==> src/verilog/crs_pkg.sv <==
// Shared constants and types for the codec reset sequencer and its host end.
// Assumes a single 100 MHz system clock shared by both ends.
package crs_pkg;
  localparam int          CRS_CLK_MHZ       = 100;
  localparam int          CRS_EXT_TYP_US    = 50;
  localparam int          CRS_EXT_MAX_US    = 100;
  localparam int          CRS_EXT_CYCLES    = CRS_EXT_TYP_US * CRS_CLK_MHZ;
  localparam int          CRS_POLL_US       = 100;
  localparam int          CRS_POLL_CYCLES   = CRS_POLL_US * CRS_CLK_MHZ;
  localparam int          CRS_ADDR_W        = 7;
  localparam int          CRS_DATA_W        = 9;
  localparam int          CRS_NUM_REGS      = 8;
  localparam logic [6:0]  CRS_SWRST_OFFSET  = 7'h00;
  localparam logic [6:0]  CRS_TEST_OFFSET   = 7'h07;
  localparam logic [8:0]  CRS_REG_RESET_VAL = 9'h000;
  localparam logic [8:0]  CRS_TEST_VALUE    = 9'h100;
  localparam int          CRS_CNT_W         = 16;

  typedef enum logic [1:0] {
    CRS_ST_HOLD    = 2'b00,
    CRS_ST_EXTEND  = 2'b01,
    CRS_ST_RUN     = 2'b11
  } crs_state_e;

  typedef enum logic [2:0] {
    CRS_H_IDLE     = 3'b000,
    CRS_H_PROBE_WR = 3'b001,
    CRS_H_PROBE_RD = 3'b011,
    CRS_H_SWRST    = 3'b010,
    CRS_H_INIT     = 3'b110,
    CRS_H_READY    = 3'b111,
    CRS_H_WAIT     = 3'b101,
    CRS_H_CHECK    = 3'b100
  } crs_host_e;
endpackage : crs_pkg
==> src/verilog/crs_ctrl_if.sv <==
// Control link between the codec reset sequencer and its host controller.
// Assumes both ends share sys_clk; accesses are one-cycle strobes.
`timescale 1ns/1ps
interface crs_ctrl_if;
  import crs_pkg::*;
  logic                  wr_stb;
  logic                  rd_stb;
  logic [CRS_ADDR_W-1:0] addr;
  logic [CRS_DATA_W-1:0] wdata;
  logic [CRS_DATA_W-1:0] rdata;
  logic                  rvalid;

  modport device (input wr_stb, input rd_stb, input addr, input wdata, output rdata, output rvalid);
  modport host   (output wr_stb, output rd_stb, output addr, output wdata, input rdata, input rvalid);
endinterface : crs_ctrl_if

==> src/verilog/crs_host.sv <==
// Host controller end: probes for reset end, issues software reset, initialises and polls a test bit.
// Assumes the device end answers reads one cycle after the read strobe.
`timescale 1ns/1ps
module crs_host
  import crs_pkg::*;
(
  input  wire logic        sys_clk,
  input  wire logic        reset,         // Synchronous, active high.
  input  wire logic [8:0]  init_word,     // Operating value for register one.
  crs_ctrl_if.host         ctrl,
  output logic             dev_ready,     // High once the device is initialised.
  output logic             dropout_seen   // One-cycle pulse when a dropout is detected.
);
  crs_host_e             st_reg, st_next;
  logic [CRS_CNT_W-1:0]  tmr_reg, tmr_next;
  logic                  wr_reg, wr_next;
  logic                  rd_reg, rd_next;
  logic [6:0]            addr_reg, addr_next;
  logic [8:0]            wd_reg, wd_next;
  logic                  rdy_reg, rdy_next;
  logic                  drop_reg, drop_next;
  logic                  pend_reg, pend_next;

  // Sequence; a pending flag waits for the one-cycle read answer.
  always_comb begin
    st_next   = st_reg;
    tmr_next  = tmr_reg;
    wr_next   = 1'b0;
    rd_next   = 1'b0;
    addr_next = addr_reg;
    wd_next   = wd_reg;
    rdy_next  = rdy_reg;
    drop_next = 1'b0;
    pend_next = pend_reg;
    unique case (st_reg)
      CRS_H_IDLE, CRS_H_PROBE_WR: begin
        // Write a non-default test value away from register zero. [RULE_09]
        wr_next   = 1'b1;
        addr_next = CRS_TEST_OFFSET;
        wd_next   = CRS_TEST_VALUE;
        st_next   = CRS_H_PROBE_RD;
        pend_next = 1'b0;
      end
      CRS_H_PROBE_RD: begin
        if (!pend_reg && !wr_reg) begin
          rd_next   = 1'b1;
          pend_next = 1'b1;
        end else if (ctrl.rvalid) begin
          pend_next = 1'b0;
          st_next   = (ctrl.rdata == CRS_TEST_VALUE) ? CRS_H_SWRST : CRS_H_PROBE_WR;  // [RULE_09]
        end
      end
      CRS_H_SWRST: begin
        wr_next   = 1'b1;                   // [RULE_10]
        addr_next = CRS_SWRST_OFFSET;
        wd_next   = '0;
        st_next   = CRS_H_INIT;
      end
      CRS_H_INIT: begin
        // Rewrite the operating value, then arm the dropout test bit. [RULE_14] [RULE_11]
        wr_next = 1'b1;
        if (addr_reg == CRS_SWRST_OFFSET) begin
          addr_next = 7'h01;
          wd_next   = init_word;
        end else begin
          addr_next = CRS_TEST_OFFSET;
          wd_next   = CRS_TEST_VALUE;
          st_next   = CRS_H_READY;
        end
      end
      CRS_H_READY: begin
        rdy_next = 1'b1;
        tmr_next = '0;
        st_next  = CRS_H_WAIT;
      end
      CRS_H_WAIT: begin
        if (tmr_reg == CRS_CNT_W'(CRS_POLL_CYCLES - 1)) begin
          rd_next   = 1'b1;
          addr_next = CRS_TEST_OFFSET;
          pend_next = 1'b1;
          st_next   = CRS_H_CHECK;
        end else begin
          tmr_next = tmr_reg + 1'b1;
        end
      end
      CRS_H_CHECK: begin
        if (ctrl.rvalid) begin
          pend_next = 1'b0;
          if (ctrl.rdata != CRS_TEST_VALUE) begin
            drop_next = 1'b1;               // Default readback means a reset happened. [RULE_11]
            rdy_next  = 1'b0;
            st_next   = CRS_H_PROBE_WR;
          end else begin
            st_next = CRS_H_READY;
          end
        end
      end
    endcase
  end

  always_ff @(posedge sys_clk) begin
    if (reset) begin
      st_reg   <= CRS_H_IDLE;
      tmr_reg  <= '0;
      wr_reg   <= 1'b0;
      rd_reg   <= 1'b0;
      addr_reg <= 7'h00;
      wd_reg   <= 9'h000;
      rdy_reg  <= 1'b0;
      drop_reg <= 1'b0;
      pend_reg <= 1'b0;
    end else begin
      st_reg   <= st_next;
      tmr_reg  <= tmr_next;
      wr_reg   <= wr_next;
      rd_reg   <= rd_next;
      addr_reg <= addr_next;
      wd_reg   <= wd_next;
      rdy_reg  <= rdy_next;
      drop_reg <= drop_next;
      pend_reg <= pend_next;
    end
  end

  assign ctrl.wr_stb  = wr_reg;
  assign ctrl.rd_stb  = rd_reg;
  assign ctrl.addr    = addr_reg;
  assign ctrl.wdata   = wd_reg;
  assign dev_ready    = rdy_reg;
  assign dropout_seen = drop_reg;
endmodule : crs_host

==> src/flat_wrapper.sv <==
// flat-port wrapper written by rule: the top's interface ports become plain ports
module crs_host_flat import crs_pkg::*;
  (sys_clk, reset, init_word, dev_ready, dropout_seen, ctrl_wr_stb, ctrl_rd_stb, ctrl_addr, ctrl_wdata, ctrl_rdata, ctrl_rvalid);
  crs_ctrl_if ctrl_i ();
  input  wire logic sys_clk;
  input  wire logic reset;
  input  wire logic [8:0] init_word;
  output logic dev_ready;
  output logic dropout_seen;
  output wire logic [$bits(ctrl_i.wr_stb)-1:0] ctrl_wr_stb;
  output wire logic [$bits(ctrl_i.rd_stb)-1:0] ctrl_rd_stb;
  output wire logic [$bits(ctrl_i.addr)-1:0] ctrl_addr;
  output wire logic [$bits(ctrl_i.wdata)-1:0] ctrl_wdata;
  input wire logic [$bits(ctrl_i.rdata)-1:0] ctrl_rdata;
  input wire logic [$bits(ctrl_i.rvalid)-1:0] ctrl_rvalid;
  assign ctrl_wr_stb = ctrl_i.wr_stb;
  assign ctrl_rd_stb = ctrl_i.rd_stb;
  assign ctrl_addr = ctrl_i.addr;
  assign ctrl_wdata = ctrl_i.wdata;
  assign ctrl_i.rdata = ctrl_rdata;
  assign ctrl_i.rvalid = ctrl_rvalid;
  crs_host u_core (.sys_clk(sys_clk), .reset(reset), .init_word(init_word), .ctrl(ctrl_i), .dev_ready(dev_ready), .dropout_seen(dropout_seen));
endmodule
==> config.mk <==
export PLATFORM = sky130hd
export DESIGN_NAME = crs_host_flat
export DESIGN_NICKNAME = d
export VERILOG_FILES = /design/src/verilog/crs_pkg.sv /design/src/verilog/crs_ctrl_if.sv /design/src/verilog/crs_host.sv /design/src/flat_wrapper.sv
export SDC_FILE = /design/constraint.sdc
export NUM_CORES = 1
export LEC_CHECK = 0
export ABC_AREA = 1
export BUFFER_PORTS_ARGS = -buffer_cell sky130_fd_sc_hd__buf_4
export CORE_ASPECT_RATIO = 0.5
export CORE_MARGIN = 2
export CORE_UTILIZATION = 50
export DETAILED_ROUTE_END_ITERATION = 12
export PLACE_DENSITY = 0.74
export REMOVE_ABC_BUFFERS = 1
export SYNTH_ARGS = -nofsm -noshare
export SYNTH_HDL_FRONTEND = slang
export SYNTH_SLANG_ARGS = --single-unit
==> constraint.sdc <==
create_clock -name sys_clk -period 1.92 [get_ports sys_clk]
set_input_delay 0.096 -clock sys_clk [delete_from_list [all_inputs] [get_ports sys_clk]]
set_output_delay 0.096 -clock sys_clk [all_outputs]
set_load 0.05 [all_outputs]
After elaboration in Yosys (flattened, before gate mapping)
Index checks and enable logic that the tools add are counted.
{"block": "totals", "ff_bits": 40, "input_bits": 21, "elab_cells": 74, "out_inout_bits": 20}
{"block": "op_classes", "n_addsub": 1, "muxes": 27, "eq_ne": 17, "n_reduce_logical": 18, "bitwise": 2}
{"operator": "case mux 16 bit (2 select lines)", "count": 1}
{"operator": "case mux 7 bit (4 select lines)", "count": 1}
{"operator": "case mux 9 bit (3 select lines)", "count": 1}
{"operator": "two-way mux 3 bit", "count": 7}
{"operator": "case mux 3 bit (7 select lines)", "count": 1}
{"operator": "adder 16 x 1 -> 16 bit (second input constant)", "count": 1}
{"operator": "== test 16 x 14 -> 1 bit (second input constant)", "count": 1}
{"operator": "two-way mux 16 bit", "count": 1}
{"operator": "== test 3 bit (second input constant)", "count": 4}
{"operator": "inequality test 2 bit (second input constant)", "count": 5}
{"operator": "== test 9 bit (second input constant)", "count": 1}
{"operator": "two-way mux 1 bit", "count": 9}
{"operator": "two-way mux 9 bit", "count": 1}
{"operator": "inequality test 9 bit (second input constant)", "count": 1}
{"operator": "nonzero test 4 bit", "count": 2}
{"operator": "zero test 7 bit", "count": 1}
{"operator": "two-way mux 7 bit", "count": 1}
{"operator": "== test 3 x 2 -> 1 bit (second input constant)", "count": 2}
{"operator": "AND reduction 2 bit", "count": 3}
{"operator": "AND reduction 5 bit", "count": 1}
{"operator": "inequality test 2 x 1 -> 1 bit (second input constant)", "count": 2}
{"operator": "case mux 1 bit (2 select lines)", "count": 2}
{"operator": "case mux 1 bit (4 select lines)", "count": 1}
{"operator": "nonzero test 2 bit", "count": 2}
{"operator": "11 further kinds", "count": 13}

Depth between registers and ports, before layout
{"block": "logic_depth", "word_depth": 5, "ltp_mapped": 11, "ltp_nobuf": 10}

Worst setup path before layout
No wires, ideal clock.
{"block": "synth_timing", "path_type": "reg2reg", "start": "register u_core.tmr_reg[0]", "end": "register u_core.tmr_reg[2]", "stages_incl_launch_ff": 10, "setup_slack_ns": 0.447, "t_arrival_ns": 1.358, "path_buffers": 1, "required_ns": 1.805, "synth_period_minus_slack_ns": 1.473, "setup_time_ns": 0.115, "path_cell_list": "dfxtp_1 > ha_1 > nand3_1 > nor2_1 > nand2_1 > nand2_4 > nand2_4 > buf_6 > a21oi_1 > nor2_1"}
{"block": "synth_via", "elab_chain_cells": 3, "word_cells_on_any_way": 6, "classes_between": "add/sub: 1; eq/ne: 2; mux: 2; reduce/logical: 1"}
{"element": "start: declaration", "line": "crs_host.sv:15", "rtl": "logic [CRS_CNT_W-1:0] tmr_reg, tmr_next;"}
{"element": "start signal: assignment", "line": "crs_host.sv:114", "rtl": "tmr_reg <= tmr_next;"}
{"element": "adder 16 x 1 -> 16 bit / == test 16 x 14 -> 1 bit (equally long branches)", "line": "crs_host.sv:83, crs_host.sv:77"}
{"element": "two-way mux 16 bit / inequality test 2 bit (equally long branches)"}
{"element": "case mux 16 bit (2 select lines) / AND reduction 2 bit (equally long branches)"}
Several ways; a longest one is shown, not always the timed one. The select of a mux whose other input is x is not followed.
A chain may end at the register's enable or synchronous reset.

Worst setup path in the final report
{"block": "layout_timing", "start": "register u_core.tmr_reg[0]", "end": "register u_core.tmr_reg[13]"}
Same word-level chain as after synthesis.

==> impl_metrics.toml <==
[status]
outcome = "finished, final reports clean"

[clock_network]
cts_made_buffers = 5
holdBufCountCts = 0
path_clk_slew_ps = 70
cts_sinks = 35
postCtsSetupBuffers = 0
h-tree-depth = 2
cts_resized = 0
cts_tree = "yes"
clockRootBuffer = "clkbuf_8"
cts_buffer_depth = 2
clk_latency_ps = 290

[setup_path]
r2r_setup_slack_ps = 200
crit_chain = "ha_1 -> nand3_1 -> nor2_1 -> nand2_1 -> nand2_4 -> nand2_4 -> a21oi_1 -> nor2_1"
r2r-end = "u_core.tmr_reg[13]"
startpoint_type = "flip-flop"
cp-end-kind = "flip-flop"
arrival_ps = 1910
worstSetupPathType = "flip-flop to flip-flop"
required_ps = 2110
cp_max_fo = 19
slowest_stage = "dfxtp_1"
reg2reg_depth = 8
r2r-start = "u_core.tmr_reg[0]"
slowest_delay_ps = 420

[global_route]
grt_pass1_wl_um = 6780
gr-usage-all-layers = 0.205
grt_util_met3 = 0.0498
grt_overflow_total = 0
grt.met1_usage = 0.236
antenna_found_initial = 0
grt-busiest-layer = "met2"
met2_usage = 0.383
grt_pass1_vias = 1603
grt_max_degree = 28

[timing]
hold_ws_ps = 49.9
max_freq_mhz = 580
finalSetupViolCount = 0
period_minus_slack_ps = 1720
skew_ps = 7.39
finalCritPeriodShare = 0.898
slew_viol_final = 0
fin_setup_tns_ps = 0
final_hold_viol_count = 0
rsz0062_at_grt = "false"

[routing]
drc_errors = 0
vias_per_cell = 5.13
wl_per_cell_um = 11.5
first_pass_iters = 4
ant_nets = 0
num_vias = 1908
wirelength_um = 4280
drtIter0Drc = 55

[die]
initial_core_util = 0.530
die_x_um = 90.0
num_rows = 15
dieHeight_um = 47.0
coreArea_um2 = 3490
pin_count = 41
die_area_um2 = 4230

[synth]
synth-seq-area-share = 0.379
ys_ff_latch = 35
synth_area_um2 = 1850
synthMuxAreaShare = 0
synth_area_per_cell_um2 = 6.44
netlist_instances = 287
synth_compound_area_frac = 0.116
synth_cell_types = 24
synth_fa_ha_area_frac = 0.00677
synth_top_family_by_area = "simple AND/OR/NAND/NOR gates"
synth_xor_area_frac = 0
yosys_warnings = 0
synthSimpleGateAreaFrac = 0.397

[worst_hold_path]
hold_depth = 3
hold_path.startpoint = "ctrl_rvalid"
hold_end = "u_core.dropout_seen"
hold_path.class = "input pin to flip-flop"

[final_layout]
drive_gt1_frac = 0.174
fillers = 334
syn_to_final_growth_pct = 20.6
final_nets = 342
largest_reg_flops = 16
final_util = 0.639
antenna_cells = 0

[job]
cap_violations = 0

[place]
portBuffers = 36
dp_hpwl_um = 3100
place_congestion = 0.937

[pwr]
ir_drop_uv = 1020
p_leak_uw = 0.000959
powerDensity_nw_per_um2 = 1100
[how the worst max path moves through the flow]
| stage | start | to | slack [ps] | depth (start not counted) |
|---|---|---|---|---|
| after floorplan | u_core.ctrl.addr[1] | u_core.st_reg[0] | 130 | 7 |
| after CTS | u_core.tmr_reg[0] | u_core.tmr_reg[13] | 210 | 8 |
| after global routing | u_core.tmr_reg[0] | u_core.tmr_reg[8] | 20 | 8 |
| after global placement | u_core.tmr_reg[0] | u_core.tmr_reg[2] | 320 | 8 |
| after detailed placement | u_core.tmr_reg[0] | u_core.tmr_reg[13] | 230 | 8 |
| final | u_core.tmr_reg[0] | u_core.tmr_reg[13] | 200 | 8 |
[cell type report]
| cell class | instances | area [um2] | area share |
|---|---|---|---|
| Tap cell | 51 | 63.8 | 0.0286 |
| Timing Repair Buffer | 37 | 278 | 0.125 |
| Inverter | 25 | 93.8 | 0.0421 |
| Sequential cell | 35 | 701 | 0.314 |
| Clock inverter | 2 | 35.0 | 0.0157 |
| Clock buffer | 6 | 82.6 | 0.0370 |
| Multi-Input combinational cell | 216 | 977 | 0.438 |
[routing by layer]
metal,up-vias,wire [um],share of wire
li1,985,-,-
met2,60,2070,0.48
met3,9,232,0.054
met1,854,1910,0.45
met4,0,70,0.016
met5,-,0,0
[metrics by stage]
| stage | cells | total power, uW | instance area [um2] | setup WS [ps] |
|---|---|---|---|---|
| floorplan | 276 | 1530 | 1770 | 128 |
| global placement | 364 | 1780 | 2110 | 319 |
| detailed placement | 364 | 1780 | 2110 | 226 |
| CTS | 372 | 2480 | 2230 | 207 |
| global route | 372 | 2610 | 2230 | 22.9 |
| finish | 372 | 2460 | 2230 | 197 |
[cell families (layout without fill, tap and decap cells)]
| logic type | count (synthesis) | in the layout |
|---|---|---|
| other cells | 1 | 4 |
| flops | 35 | 35 |
| fa+ha+maj | 1 | 1 |
| buf+inv | 39 | 70 |
| compound gates | 41 | 41 |
| simple gates | 170 | 170 |
[cell usage after synthesis]
cell type	n	area share
buf_6	1	0.0061
nor2_4	1	0.0061
dfxtp_1	35	0.38
ha_1	1	0.0068
nor2_2	1	0.0034
buf_2	2	0.0054
nand2_4	2	0.012
inv_1	21	0.043
clkbuf_1	3	0.0061
a211oi_1	1	0.0041
a21oi_1	31	0.084
conb_1	1	0.0020
nand2_2	3	0.010
o21ai_0	6	0.016
nand4_1	6	0.020
nand3_1	34	0.092
buf_1	1	0.0020
nor3_1	5	0.014
a21boi_0	1	0.0041
inv_2	4	0.0081
o21bai_1	2	0.0081
buf_4	7	0.028
nor2_1	43	0.087
nand2_1	75	0.15
[power breakdown]
group / internal (uW) / leakage, uW / switching [uW]
Combinational: 269 / 0.000614 / 586
Sequential: 815 / 0.000284 / 101
Clock: 420 / 0.0000612 / 270
[critical path, delay by kind of cell (launching register included)]
kind,cells,cell delay (ps)
adder cells (fa/ha/maj),1,220
AND/OR/NAND/NOR,6,810
AO/OA/AOI/OAI,1,160
flip-flops,1,420
[layout by cell type (no fill, tap or decap), types with 2 or more instances in the layout]
cell / Yosys / layout
inv_1: 21 / 21
nand2_1: 75 / 75
nor2_1: 43 / 43
o21ai_0: 6 / 6
nor3_1: 5 / 5
inv_2: 4 / 4
nand4_1: 6 / 6
nand3_1: 34 / 34
conb_1: 1 / 4
clkbuf_8: 0 / 6
buf_4: 7 / 37
nand2_4: 2 / 2
dfxtp_1: 35 / 35
o21bai_1: 2 / 2
nand2_2: 3 / 3
a21oi_1: 31 / 31
No activity file was read; power rests on OpenSTA's default activity.
